### src/core/irq_pkg.sv
// constants and types for the extended interrupt mask and external pins
package irq_pkg;

    // ----------------------------------------------------------------
    // register addresses and reset values
    // ----------------------------------------------------------------
    localparam logic [7:0] ADDR_ENABLE = 8'hE6;
    localparam logic [7:0] ADDR_PRIO = 8'hF6;
    localparam logic [7:0] ADDR_EXT_CFG = 8'hE4;
    localparam logic [7:0] ADDR_TIMER_CTL = 8'h88;
    localparam logic [7:0] RST_ENABLE = 8'h00;
    localparam logic [7:0] RST_PRIO = 8'h00;
    localparam logic [7:0] RST_EXT_CFG = 8'h01;
    localparam logic [1:0] RST_TRIGGER = 2'h0;
    localparam logic [7:0] RDATA_UNMAPPED = 8'h00;

    // ----------------------------------------------------------------
    // field positions
    // ----------------------------------------------------------------
    localparam int BIT_PORT_MATCH = 7;
    localparam int BIT_REG_DROP = 6;
    localparam int BIT_LIN = 5;
    localparam int BIT_CMP_RISE = 4;
    localparam int BIT_CMP_FALL = 3;
    localparam int BIT_COUNTER = 2;
    localparam int BIT_CONV_DONE = 1;
    localparam int BIT_WINDOW = 0;
    localparam int TCTL_A_TRIG = 0;
    localparam int TCTL_A_PEND = 1;
    localparam int TCTL_B_TRIG = 2;
    localparam int TCTL_B_PEND = 3;
    localparam int CFG_A_SEL_LSB = 0;
    localparam int CFG_A_POL = 3;
    localparam int CFG_B_SEL_LSB = 4;
    localparam int CFG_B_POL = 7;
    localparam int SEL_W = 3;
    localparam int NUM_EXT = 2;
    localparam int NUM_PINS = 8;

    // one external input's setup
    typedef struct packed {
        logic polarity;
        logic trigger_edge;
        logic [SEL_W-1:0] pin_select;
    } ext_cfg_t;

endpackage : irq_pkg

### src/core/ext_irq_channel.sv
// one external interrupt input: pin select, polarity, edge or level
module ext_irq_channel
    import irq_pkg::*;
(
    input wire logic clk, // system clock
    input wire logic rst_n, // async reset, active low
    input wire logic [NUM_PINS-1:0] pins, // synchronised port levels
    input wire ext_cfg_t cfg, // polarity, trigger, pin select
    input wire logic vector_ack, // processor vectors to this routine
    input wire logic sw_we, // software writes the pending bit
    input wire logic sw_val, // value written
    output logic pending // pending flag
);
    logic active;
    logic prev_r;
    logic prev_nxt;
    logic pend_r;
    logic pend_nxt;

    assign active = cfg.polarity ? pins[cfg.pin_select]
                                 : ~pins[cfg.pin_select];

    // hardware set is applied last so it wins over any clear
    always_comb begin
        prev_nxt = active;
        pend_nxt = pend_r;
        if (cfg.trigger_edge) begin
            if (vector_ack) begin
                pend_nxt = 1'b0;
            end
            if (sw_we) begin
                pend_nxt = sw_val;
            end
            if (active && !prev_r) begin
                pend_nxt = 1'b1;
            end
        end else begin
            pend_nxt = active;
        end
    end

    always_ff @(posedge clk or negedge rst_n) begin
        if (!rst_n) begin
            prev_r <= 1'b0;
            pend_r <= 1'b0;
        end else begin
            prev_r <= prev_nxt;
            pend_r <= pend_nxt;
        end
    end

    assign pending = pend_r;
endmodule // ext_irq_channel

### src/core/ext_irq_ctrl.sv
// extended interrupt mask, priority and external pin interrupt unit
module ext_irq_ctrl
    import irq_pkg::*;
#(
    parameter int NSRC = 8
) (
    input wire logic REF_CLK, // system clock, 250 MHz
    input wire logic NRST, // async reset, active low
    input wire logic [7:0] SFR_ADDR, // register address
    input wire logic [7:0] SFR_WDATA, // write data
    input wire logic SFR_WE, // write strobe
    input wire logic SFR_RE, // read strobe
    output logic [7:0] SFR_RDATA, // read data, one clock after strobe
    input wire logic [NSRC-1:0] SRC_REQ, // peripheral requests
    input wire logic GLOBAL_IRQ_ENABLE, // global enable from base regs
    input wire logic [NUM_PINS-1:0] PORT0_IN, // port 0 pin levels
    input wire logic [NUM_EXT-1:0] EXT_VECTOR_ACK, // vector taken
    output logic [NSRC-1:0] IRQ_REQ, // gated requests
    output logic [NSRC-1:0] IRQ_PRIO, // priority per request
    output logic [NUM_EXT-1:0] EXT_PENDING, // external pending flags
    output logic [NUM_EXT-1:0] EXT_REQ // pending and globally enabled
);

    // ----------------------------------------------------------------
    // parameter checks
    // ----------------------------------------------------------------
    // the register map has exactly one bit per source
    generate
        if (NSRC != 8) begin : g_bad_nsrc
            $error("ext_irq_ctrl: NSRC must be 8");
        end
    endgenerate

    // ----------------------------------------------------------------
    // address decode
    // ----------------------------------------------------------------
    // used by both the write and the read path
    function automatic logic hit(input logic [7:0] a,
                                 input logic [7:0] reg_addr);
        hit = (a == reg_addr);
    endfunction

    logic wr_en;
    logic wr_prio;
    logic wr_cfg;
    logic wr_tctl;

    // write strobes per register
    assign wr_en = SFR_WE && hit(SFR_ADDR, ADDR_ENABLE);
    assign wr_prio = SFR_WE && hit(SFR_ADDR, ADDR_PRIO);
    assign wr_cfg = SFR_WE && hit(SFR_ADDR, ADDR_EXT_CFG);
    assign wr_tctl = SFR_WE && hit(SFR_ADDR, ADDR_TIMER_CTL);

    // ----------------------------------------------------------------
    // software registers
    // ----------------------------------------------------------------
    logic [7:0] enable_r;
    logic [7:0] enable_nxt;
    logic [7:0] prio_r;
    logic [7:0] prio_nxt;
    logic [7:0] cfg_r;
    logic [7:0] cfg_nxt;
    logic [1:0] trig_r;
    logic [1:0] trig_nxt;

    // next values; enable, priority and config writes replace the whole byte, timer control keeps only the two trigger bits
    always_comb begin
        enable_nxt = enable_r;
        prio_nxt = prio_r;
        cfg_nxt = cfg_r;
        trig_nxt = trig_r;
        if (wr_en) begin
            enable_nxt = SFR_WDATA;
        end
        if (wr_prio) begin
            prio_nxt = SFR_WDATA;
        end
        if (wr_cfg) begin
            cfg_nxt = SFR_WDATA;
        end
        if (wr_tctl) begin
            trig_nxt[0] = SFR_WDATA[TCTL_A_TRIG];
            trig_nxt[1] = SFR_WDATA[TCTL_B_TRIG];
        end
    end

    always_ff @(posedge REF_CLK or negedge NRST) begin
        if (!NRST) begin
            enable_r <= RST_ENABLE;
            prio_r <= RST_PRIO;
            cfg_r <= RST_EXT_CFG;
            trig_r <= RST_TRIGGER;
        end else begin
            enable_r <= enable_nxt;
            prio_r <= prio_nxt;
            cfg_r <= cfg_nxt;
            trig_r <= trig_nxt;
        end
    end

    // ----------------------------------------------------------------
    // external interrupt inputs
    // ----------------------------------------------------------------
    logic [NUM_PINS-1:0] pins_sync;
    ext_cfg_t ext_cfg [NUM_EXT];
    logic [NUM_EXT-1:0] ext_sw_val;
    logic [NUM_EXT-1:0] ext_pend;

    pin_sync #(
        .WIDTH(NUM_PINS)
    ) u_sync (
        .clk(REF_CLK),
        .rst_n(NRST),
        .async_in(PORT0_IN),
        .sync_out(pins_sync)
    );

    // unpack config fields per input
    assign ext_cfg[0].polarity = cfg_r[CFG_A_POL];
    assign ext_cfg[0].trigger_edge = trig_r[0];
    assign ext_cfg[0].pin_select = cfg_r[CFG_A_SEL_LSB +: SEL_W];
    assign ext_cfg[1].polarity = cfg_r[CFG_B_POL];
    assign ext_cfg[1].trigger_edge = trig_r[1];
    assign ext_cfg[1].pin_select = cfg_r[CFG_B_SEL_LSB +: SEL_W];
    assign ext_sw_val[0] = SFR_WDATA[TCTL_A_PEND];
    assign ext_sw_val[1] = SFR_WDATA[TCTL_B_PEND];

    // both inputs are the same logic with their own fields
    generate
        for (genvar i = 0; i < NUM_EXT; i++) begin : g_ext
            ext_irq_channel u_chan (
                .clk(REF_CLK),
                .rst_n(NRST),
                .pins(pins_sync),
                .cfg(ext_cfg[i]),
                .vector_ack(EXT_VECTOR_ACK[i]),
                .sw_we(wr_tctl),
                .sw_val(ext_sw_val[i]),
                .pending(ext_pend[i])
            );
        end
    endgenerate

    // ----------------------------------------------------------------
    // request gating
    // ----------------------------------------------------------------
    logic [NSRC-1:0] gated;
    logic [NSRC-1:0] req_r;
    logic [NSRC-1:0] req_nxt;
    logic [NSRC-1:0] prio_out_r;
    logic [NSRC-1:0] prio_out_nxt;
    logic [NUM_EXT-1:0] ext_req_r;
    logic [NUM_EXT-1:0] ext_req_nxt;

    assign gated[BIT_PORT_MATCH] =
        SRC_REQ[BIT_PORT_MATCH] & enable_r[BIT_PORT_MATCH];
    assign gated[BIT_REG_DROP] =
        SRC_REQ[BIT_REG_DROP] & enable_r[BIT_REG_DROP];
    assign gated[BIT_LIN] = SRC_REQ[BIT_LIN] & enable_r[BIT_LIN];
    assign gated[BIT_CMP_RISE] =
        SRC_REQ[BIT_CMP_RISE] & enable_r[BIT_CMP_RISE];
    assign gated[BIT_CMP_FALL] =
        SRC_REQ[BIT_CMP_FALL] & enable_r[BIT_CMP_FALL];
    assign gated[BIT_COUNTER] =
        SRC_REQ[BIT_COUNTER] & enable_r[BIT_COUNTER];
    assign gated[BIT_CONV_DONE] =
        SRC_REQ[BIT_CONV_DONE] & enable_r[BIT_CONV_DONE];
    assign gated[BIT_WINDOW] =
        SRC_REQ[BIT_WINDOW] & enable_r[BIT_WINDOW];

    // the global enable is applied last so it overrides every mask
    always_comb begin
        req_nxt = GLOBAL_IRQ_ENABLE ? gated : '0;
        prio_out_nxt = prio_r;
        ext_req_nxt = GLOBAL_IRQ_ENABLE ? ext_pend : '0;
    end

    // outputs from flops; one clock later than the source
    always_ff @(posedge REF_CLK or negedge NRST) begin
        if (!NRST) begin
            req_r <= '0;
            prio_out_r <= '0;
            ext_req_r <= '0;
        end else begin
            req_r <= req_nxt;
            prio_out_r <= prio_out_nxt;
            ext_req_r <= ext_req_nxt;
        end
    end

    // ----------------------------------------------------------------
    // read path
    // ----------------------------------------------------------------
    logic [7:0] rdata_r;
    logic [7:0] rdata_nxt;
    logic [7:0] tctl_view;

    // pending flags at bits 1 and 3
    always_comb begin
        tctl_view = 8'h00;
        tctl_view[TCTL_A_TRIG] = trig_r[0];
        tctl_view[TCTL_A_PEND] = ext_pend[0];
        tctl_view[TCTL_B_TRIG] = trig_r[1];
        tctl_view[TCTL_B_PEND] = ext_pend[1];
    end

    // unmapped addresses read as zero; data holds between reads
    always_comb begin
        rdata_nxt = rdata_r;
        if (SFR_RE) begin
            if (hit(SFR_ADDR, ADDR_ENABLE)) begin
                rdata_nxt = enable_r;
            end else if (hit(SFR_ADDR, ADDR_PRIO)) begin
                rdata_nxt = prio_r;
            end else if (hit(SFR_ADDR, ADDR_EXT_CFG)) begin
                rdata_nxt = cfg_r;
            end else if (hit(SFR_ADDR, ADDR_TIMER_CTL)) begin
                rdata_nxt = tctl_view;
            end else begin
                rdata_nxt = RDATA_UNMAPPED;
            end
        end
    end

    always_ff @(posedge REF_CLK or negedge NRST) begin
        if (!NRST) begin
            rdata_r <= 8'h00;
        end else begin
            rdata_r <= rdata_nxt;
        end
    end

    // ----------------------------------------------------------------
    // outputs
    // ----------------------------------------------------------------
    // level source must drop before the routine ends, else the
    // pending flag simply stays up and requests again
    assign SFR_RDATA = rdata_r;
    assign IRQ_REQ = req_r;
    assign IRQ_PRIO = prio_out_r;
    assign EXT_PENDING = ext_pend;
    assign EXT_REQ = ext_req_r;

endmodule // ext_irq_ctrl

### src/core/pin_sync.sv
// two-flop synchroniser for the monitored port pins
module pin_sync
    import irq_pkg::*;
#(
    parameter int WIDTH = NUM_PINS
) (
    input wire logic clk, // system clock
    input wire logic rst_n, // async reset, active low
    input wire logic [WIDTH-1:0] async_in, // raw pin levels
    output logic [WIDTH-1:0] sync_out // levels in clock domain
);
    generate
        if (WIDTH < 1) begin : g_bad_width
            $error("pin_sync: WIDTH must be at least one");
        end
    endgenerate

    logic [WIDTH-1:0] meta_r;
    logic [WIDTH-1:0] meta_nxt;
    logic [WIDTH-1:0] sync_r;
    logic [WIDTH-1:0] sync_nxt;

    // first stage is read by the second stage only
    always_comb begin
        meta_nxt = async_in;
        sync_nxt = meta_r;
    end

    // pins idle high with pullups, but reset must load a constant
    always_ff @(posedge clk or negedge rst_n) begin
        if (!rst_n) begin
            meta_r <= '0;
            sync_r <= '0;
        end else begin
            meta_r <= meta_nxt;
            sync_r <= sync_nxt;
        end
    end

    assign sync_out = sync_r;
endmodule // pin_sync
### config.mk
export PLATFORM = sky130hd
export DESIGN_NAME = ext_irq_ctrl
export DESIGN_NICKNAME = d
export VERILOG_FILES = /design/src/core/irq_pkg.sv /design/src/core/ext_irq_channel.sv /design/src/core/ext_irq_ctrl.sv /design/src/core/pin_sync.sv
export SDC_FILE = /design/constraint.sdc
export NUM_CORES = 1
export LEC_CHECK = 0
export ABC_AREA = 1
export BUFFER_PORTS_ARGS = -buffer_cell sky130_fd_sc_hd__buf_2
export CAP_MARGIN = 20
export CORE_MARGIN = 3
export CORE_UTILIZATION = 53
export DETAILED_ROUTE_END_ITERATION = 12
export PLACE_DENSITY_LB_ADDON = 0.15
export SYNTH_ARGS = -nofsm -noshare
export SYNTH_HDL_FRONTEND = slang
export SYNTH_SLANG_ARGS = --single-unit
export TNS_END_PERCENT = 5
### constraint.sdc
create_clock -name REF_CLK -period 1.6 [get_ports REF_CLK]
set_input_delay 0.16 -clock REF_CLK [delete_from_list [all_inputs] [get_ports REF_CLK]]
set_output_delay 0.16 -clock REF_CLK [all_outputs]
set_load 0.01 [all_outputs]
After elaboration in Yosys (flattened, before gate mapping)

Cells that the tools add are included.

Word-level logic and storage cells: 60
Output and inout port bits: 28
Input bits: 39
Flip-flop bits (word level): 72

Reductions and logical operators: 8
Bitwise gates (word level): 10
Equal/unequal tests: 6
$lt $le $gt $ge: 2
Multiplexer cells: 20

Operators by type and width:

| operator                                                                     | number |
|---|---|
| 8-bit == test, second input constant                                         | 4 |
| 8-bit 2-to-1 mux                                                             | 4 |
| 1-bit 2-to-1 mux                                                             | 12 |
| 1-bit bitwise AND                                                            | 8 |
| 3-bit by 4-bit less-than comparator with 1-bit output, second input constant | 2 |
| 4-bit by 2-bit inequality test with 1-bit output, second input constant      | 2 |
| 1-bit binary-select mux with 3-bit select                                    | 2 |
| 1-bit logical AND                                                            | 6 |
| 4-bit 2-to-1 mux                                                             | 1 |
| 1-bit zero test                                                              | 2 |
| 2-bit 2-to-1 mux                                                             | 1 |
| 1-bit NOT                                                                    | 2 |

Longest topological paths before layout

Gate-level depths: netlist (run 1).

Word-level depth: 7
Gate-level depth with buffers: 10
Depth with buffers taken out: 10

Hierarchy

Synthesis (run 1) repeated with hierarchy kept, for this count alone.

Cell total of the unflattened synthesis: 341
Area total of the unflattened synthesis: 3,210.6 um2

Modules (own cells, without submodules):

| module          | cells each | instances | sequential area each (um2) | area an instance (um2) |
|---|---|---|---|---|
| ext_irq_ctrl    | 241        | 1         | 1,302.5                    | 2,332.2 |
| ext_irq_channel | 42         | 2         | 50.0                       | 239.0 |
| pin_sync        | 16         | 1         | 400.4                      | 400.4 |

Least setup slack after synthesis (run 1)

OpenSTA, ideal clock, no wires.

Kind: reg-to-reg
Start point: register cfg_r[0]
End point: register g_ext[0].u_chan.pend_r
Arrival: 1.126 ns
Setup slack: 0.356 ns
Cell stages (with the launch flop): 10
Data required time: 1.483 ns
Period minus slack after synthesis: 1.244 ns
Library setup time: 0.117 ns
Buffers on the path: 0
Cells stage by stage: dfstp_2 > inv_1 > nand2_1 > nand3_1 > nand3_1 > nand3_1 > nand3_1 > nand2_1 > inv_1 > nand2_1

Longest elaborated chain between the ends: 7
Elaborated cells on any way between the ends: 8
Those cells by class: 1 x eq/ne; 5 x mux; 1 x bitwise; 1 x reduce/logical

RTL lines:

| what                                          | RTL line                                     | source |
|---|---|---|
| start, declared                               | ext_irq_ctrl.sv:61                           | `logic [7:0] cfg_r;` |
| start signal, assigned                        | ext_irq_ctrl.sv:96                           | `cfg_r <= cfg_nxt;` |
| 1-bit binary-select mux with 3-bit select (*) | ext_irq_channel.sv:20, ext_irq_channel.sv:21 |  |
| 1-bit 2-to-1 mux (not written as such) (*)    | ext_irq_channel.sv:20, ext_irq_channel.sv:21 |  |
| 1-bit NOT                                     | ext_irq_channel.sv:21                        | `: ~pins[cfg.pin_select];` |
| 1-bit 2-to-1 mux (*)                          | ext_irq_channel.sv:20                        | `assign active = cfg.polarity ? pins[cfg.pin_select]` |
| 1-bit logical AND                             | ext_irq_channel.sv:34                        | `if (active && !prev_r) begin` |
| 1-bit 2-to-1 mux                              | ext_irq_channel.sv:34                        |  |
| 1-bit 2-to-1 mux                              | ext_irq_channel.sv:27                        | `if (cfg.trigger_edge) begin` |
| end signal, assigned                          | ext_irq_channel.sv:48                        | `pend_r <= pend_nxt;` |
| end, declared                                 | ext_irq_channel.sv:17                        | `logic pend_r;` |

Mark *: on every way between the ends. The rest lies on a longest branch, timed or not. The select of a mux whose other input is x is not followed.
A chain may end at the register's enable or synchronous reset.

Final worst setup path (run 1)

Ends and elaborated chain as after synthesis.

==> impl_metrics.json, run 1 <==
{
  "clkLatencyLatePin_ns": 0.34,
  "cts_inserted_buffers": 9,
  "synth_top_cell_by_area": "dfrtp_1",
  "io_buffers": 66,
  "root_buffer": "clkbuf_8",
  "crit_path_max_fanout": 6,
  "synth_seq_cells": 72,
  "hold_buffers": 9,
  "max_freq_ghz": 0.726,
  "post_synth_num_cell_types": 24,
  "finalClockSkew_ns": 0.00608,
  "synth_area_leaders": "dfrtp_1, nand2_1, inv_1, nand3_1, o21ai_0",
  "nets": 431,
  "grt-ovfl-total": 0,
  "crit_path_start_kind": "flip-flop",
  "cts.repair.resized": 0,
  "place_congestion": 0.943,
  "synth_top_cell_area_share_pct": 61.1,
  "rows": 26,
  "post-route-util_pct": 68.7,
  "cts_tree": "yes",
  "cts.reportedPaths.clkPinSlew_ns": 0.08,
  "p_per_area_nw_per_um2": 972,
  "wl_um": 6510,
  "seqCellArea_sq_um": 1800,
  "core_area_sq_um": 5200,
  "hold_violations": 0,
  "setup_viol": 0,
  "final_cell_mix": "nand2_1, dfrtp_1, buf_2, inv_1, nand3_1",
  "fin_tns_setup_ns": 0,
  "crit_type": "reg -> reg",
  "pwr-share-seq_pct": 56.2,
  "grt_setup_unrepaired": "no",
  "p_sw_share_pct": 25.8,
  "dp_slack_ns": 0.233,
  "end_kind": "flip-flop",
  "dieArea_sq_um": 6410,
  "tightest_slew_ns": 0.555,
  "syn-num-nets": 349,
  "multiInputGateArea_sq_um": 925,
  "relSlewSlack_pct": 63.0,
  "final_common_cell": "nand2_1",
  "cp.arrival_ns": 1.62,
  "grt_pass1_vias": 2241,
  "drc": 0,
  "post_cts_buffers": 0,
  "area_delta_synth_final_pct": 22.9,
  "ys.warnings.count": 0,
  "grt_antenna_before_repair": 0,
  "finalMaxSlewViolations": 0,
  "start_util_pct": 55.9,
  "grt_max_degree": 28,
  "htree_levels": 3,
  "worst_slack_ns": 0.223,
  "diodes": 0,
  "die_w_um": 80.1,
  "drive_gt1_share_pct": 26.2,
  "firstDrtPassIters": 4,
  "initialDrtViolationCount": 142,
  "die_y_um": 80.1,
  "final_antenna_net_count": 0,
  "p_int_uw": 2580,
  "nFillCells": 426,
  "clock_sinks": 72,
  "netlist_instances": 310,
  "clk_path_buf_depth": 2,
  "grt_pass1_wl_um": 10600,
  "status": "finished clean",
  "syn_avg_cell_area_sq_um": 9.38,
  "cp.required_ns": 1.84,
  "wl_per_cell_um": 13.9,
  "dp_hpwl_um": 5010,
  "p_total_uw": 3470,
  "finalCritPeriodShare_pct": 86.1,
  "hold_class": "in -> reg",
  "maxCapViolCount": 0,
  "ys_seq_area_share_pct": 62.0,
  "io_pins": 67,
  "whs_ns": 0.0266,
  "vias": 2336,
  "vdd_drop_max_mv": 0.693,
  "synth_area_sq_um": 2910,
  "p_switching_uw": 896,
  "global_route.usage.total_pct": 22.7,
  "fin_crit_ns": 1.38,
  "avgViaCountPerCell": 5.00,
  "p_leak_uw": 0.00194,
  "combPwrFrac_pct": 8.3,
  "clock_power_share_pct": 35.5
}
kinds of logic (layout without fill, tap and decap cells):
| logic type | Yosys count | in the layout | share of synthesized area, % |
|---|---|---|---|
| buf+inv | 40 | 127 | 6.20 |
| simple gates | 163 | 163 | 24.2 |
| compound gates | 35 | 35 | 7.57 |
| flops | 72 | 72 | 62.0 |
synth_stat cells (all sizes together):
library cell / instances
clkbuf: 1
nand4: 4
and2: 2
nor3: 3
nand3b: 1
buf: 5
o21ai: 30
nor2: 14
nand3: 23
dfstp: 1
nand2: 116
o21bai: 1
o211a: 1
dfrtp: 71
o211ai: 3
inv: 34
registers in the layout (all words and copies together), names as in the netlist:
register              flops
SFR_RDATA                 8
trig_r                    2
g_ext.u_chan.prev_r       2
u_sync.sync_out           8
IRQ_REQ                   8
u_sync.meta_r             8
cfg_r                     8
EXT_REQ                   2
IRQ_PRIO                  8
prio_out_nxt              8
enable_r                  8
g_ext.u_chan.pending      2
worst paths after layout:
kind	startpoint	cells past startpoint	to	slack (ns)
worst max-delay path	cfg_r[0]	9	g_ext[0].u_chan.pending	0.22
worst min-delay path	SRC_REQ[3]	3	IRQ_REQ[3]	0.03
worst max register to register	cfg_r[0]	9	g_ext[0].u_chan.pending	0.22
worst min register to register	u_sync.meta_r[3]	0	u_sync.sync_out[3]	0.35
max in group asynchronous	NRST	3	u_sync.meta_r[7]	0.75
min in group asynchronous	NRST	2	prio_out_nxt[1]	0.33
through the flow:
| stage | std cells | instance area [sq um] |
|---|---|---|
| floorplan | 310 | 2910 |
| global placement | 442 | 3310 |
| detailed placement | 442 | 3310 |
| CTS | 467 | 3570 |
| global route | 467 | 3570 |
| finish | 467 | 3570 |
layout make-up:
| cell class | count | share of cell area [%] |
|---|---|---|
| sequential | 72 | 50.4 |
| multi-input combinational | 198 | 25.9 |
| timing repair buffer | 77 | 12.9 |
| inverter | 34 | 3.57 |
| clock buffer | 9 | 3.47 |
| tap | 70 | 2.45 |
| clock inverter | 7 | 1.33 |
power groups by stage:
| stage | clock (uW) | sequential, uW | combinational (uW) |
|---|---|---|---|
| 3_5_place_dp | 0 | 1990 | 275 |
| 4_1_cts | 1260 | 1950 | 292 |
| 6_report | 1230 | 1950 | 288 |
| 5_1_grt | 1340 | 1960 | 328 |
| 3_3_place_gp | 0 | 1990 | 266 |
| 2_1_floorplan | 0 | 1980 | 124 |
worst max-delay path: stages, from the launching register on:
cell and delay (ns):
dfstp_2 0.57, inv_1 0.09, nand2_1 0.07, nand3_1 0.06, nand3_1 0.11, nand3_1 0.13
nand3_1 0.11, nand2_1 0.05, inv_1 0.04, nand2_1 0.04
metal layers:
| layer | routed length, um | global-route usage (%) | share of wire [%] |
|---|---|---|---|
| met5 | 0 | 0 | 0 |
| met4 | 146 | 10.3 | 2.2 |
| met3 | 409 | 5.94 | 6.3 |
| met2 | 3090 | 35.6 | 47 |
| met1 | 2860 | 29.5 | 44 |
(Power assumes the default switching activity.)
==> run 2, diff against run 1 <==
- REMOVE_ABC_BUFFERS: default -> 1
==> run 2 against run 1 <==
Register-to-register slack got worse by 0.04 ns. Largest cell class unchanged. Flip-flop and latch count is the same. Fmax is 2.9% lower.
==> impl_metrics.json, run 2 (synthesized netlist as in run 1, its figures left out) <==
{
  "finalMaxSlewViolations": 0,
  "diodes": 0,
  "rows": 26,
  "grt_antenna_before_repair": 0,
  "nets": 430,
  "status": "finished clean",
  "final_antenna_net_count": 0,
  "vdd_drop_max_mv": 0.957,
  "finalClockSkew_ns": 0.0112,
  "clkLatencyLatePin_ns": 0.34,
  "die_w_um": 80.1,
  "final_cell_mix": "nand2_1, dfrtp_1, buf_2, inv_1, nand3_1",
  "clock_power_share_pct": 41.7,
  "maxCapViolCount": 0,
  "wl_per_cell_um": 13.2,
  "cp.arrival_ns": 1.65,
  "firstDrtPassIters": 4,
  "worstHoldPathCells": 3,
  "p_sw_share_pct": 22.5,
  "drive_gt1_share_pct": 25.6,
  "global_route.usage.total_pct": 21.6,
  "drc": 0,
  "crit_path_start_kind": "flip-flop",
  "grt-ovfl-total": 0,
  "wl_um": 6120,
  "final_area_sq_um": 3600,
  "area_delta_synth_final_pct": 23.9,
  "grt_pass1_vias": 2194,
  "cp.required_ns": 1.83,
  "vias": 2287,
  "core_area_sq_um": 5200,
  "clock_sinks": 72,
  "p_total_uw": 3830,
  "min_from": "SRC_REQ[7]",
  "grt_pass1_wl_um": 10400,
  "reg2reg_depth": 9,
  "crit_path_max_fanout": 6,
  "hold_buffers": 9,
  "io_pins": 67,
  "root_buffer": "clkbuf_8",
  "p_leak_uw": 0.00196,
  "reg2reg_to": "g_ext[0].u_chan.pending",
  "relSlewSlack_pct": 70.5,
  "crit_type": "reg -> reg",
  "r2r_start": "cfg_r[0]",
  "pwr-share-seq_pct": 51.0,
  "start_util_pct": 55.9,
  "combPwrFrac_pct": 7.3,
  "io_buffers": 66,
  "max_freq_ghz": 0.705,
  "min_to": "IRQ_REQ[7]",
  "dp_hpwl_um": 4260,
  "setup_viol": 0,
  "final_common_cell": "nand2_1",
  "grt_setup_unrepaired": "no",
  "initialDrtViolationCount": 142,
  "hold_violations": 0,
  "p_per_area_nw_per_um2": 1060,
  "cts_inserted_buffers": 9,
  "cp-startpoint": "cfg_r[0]",
  "cts.reportedPaths.clkPinSlew_ns": 0.08,
  "avgViaCountPerCell": 4.92,
  "end_kind": "flip-flop",
  "grt_max_degree": 73,
  "tightest_slew_ns": 0.441,
  "dieArea_sq_um": 6410,
  "post_dp_cell_area_sq_um": 3290,
  "die_y_um": 80.1,
  "post_cts_buffers": 0,
  "fin_crit_ns": 1.42,
  "cts_tree": "yes",
  "place_congestion": 0.850,
  "p_switching_uw": 860,
  "cts.repair.resized": 0,
  "hold_class": "in -> reg",
  "htree_levels": 3,
  "p_int_uw": 2970,
  "finalCritPeriodShare_pct": 88.6,
  "fin_tns_setup_ns": 0,
  "clk_path_buf_depth": 2,
  "regToRegSetupSlack_ns": 0.18
}
-- run 2: cell types whose count changed in the layout (fill, tap and decap cells not counted) --
cell	change
buf_12	-1
clkinvlp_4	-2
inv_6	-1
clkinv_2	-2
clkbuf_1	+1
clkbuf_8	+2
clkinv_4	-1
bufinv_16	+2
-- run 2: per-stage QoR --
stage                     util (%)  hold slack [ns]  worst slack (ns)  cells
after floorplan                  -           -0.136             0.356    304
after global placement        63.3            0.214             0.194    441
after detailed placement      63.3            0.213             0.177    441
after CTS                     69.2           0.0143             0.184    465
after global routing          69.2           0.0225            0.0620    465
final                         69.2           0.0233             0.182    465
-- run 2: per-layer routing --
metal	vias to the layer above	wire length (um)	track usage, %
met4	0	72	9.12
met1	1067	2780	29.7
met3	10	447	4.37
li1	1137	-	-
met2	73	2820	33.5
met5	-	0	0
-- run 2: worst max path at each step --
stage,end,slack [ns]
floorplan,g_ext[0].u_chan.pending,0.36
global placement,prio_out_nxt[4],0.19
detailed placement,prio_out_nxt[1],0.18
CTS,g_ext[0].u_chan.pending,0.18
global route,g_ext[0].u_chan.pending,0.06
finish,g_ext[0].u_chan.pending,0.18
-- run 2: worst max-delay path: stages (launching register included) --
cell,delay [ns]
dfstp_2,0.58
inv_1,0.10
nand2_1,0.06
nand3_1,0.07
nand3b_1,0.11
nand3_1,0.12
nand3_1,0.11
nand2_1,0.06
inv_1,0.05
nand2_1,0.04
-- run 2: power groups by stage --
stage          sequential, uW  clock (uW)  combinational (uW)
2_1_floorplan            1980           0                 110
3_3_place_gp             1980           0                 263
3_5_place_dp             1980           0                 266
4_1_cts                  1950        1610                 285
5_1_grt                  1960        1690                 323
6_report                 1950        1600                 281
-- run 2: cell type report --
class / instances / area, sq um
Clock buffer: 12 / 155
Fill cell: 413 / 1600
Sequential cell: 72 / 1800
Tap cell: 70 / 87.6
Multi-Input combinational cell: 198 / 925
Inverter: 34 / 128
Clock inverter: 3 / 65.1
Timing Repair Buffer: 76 / 440
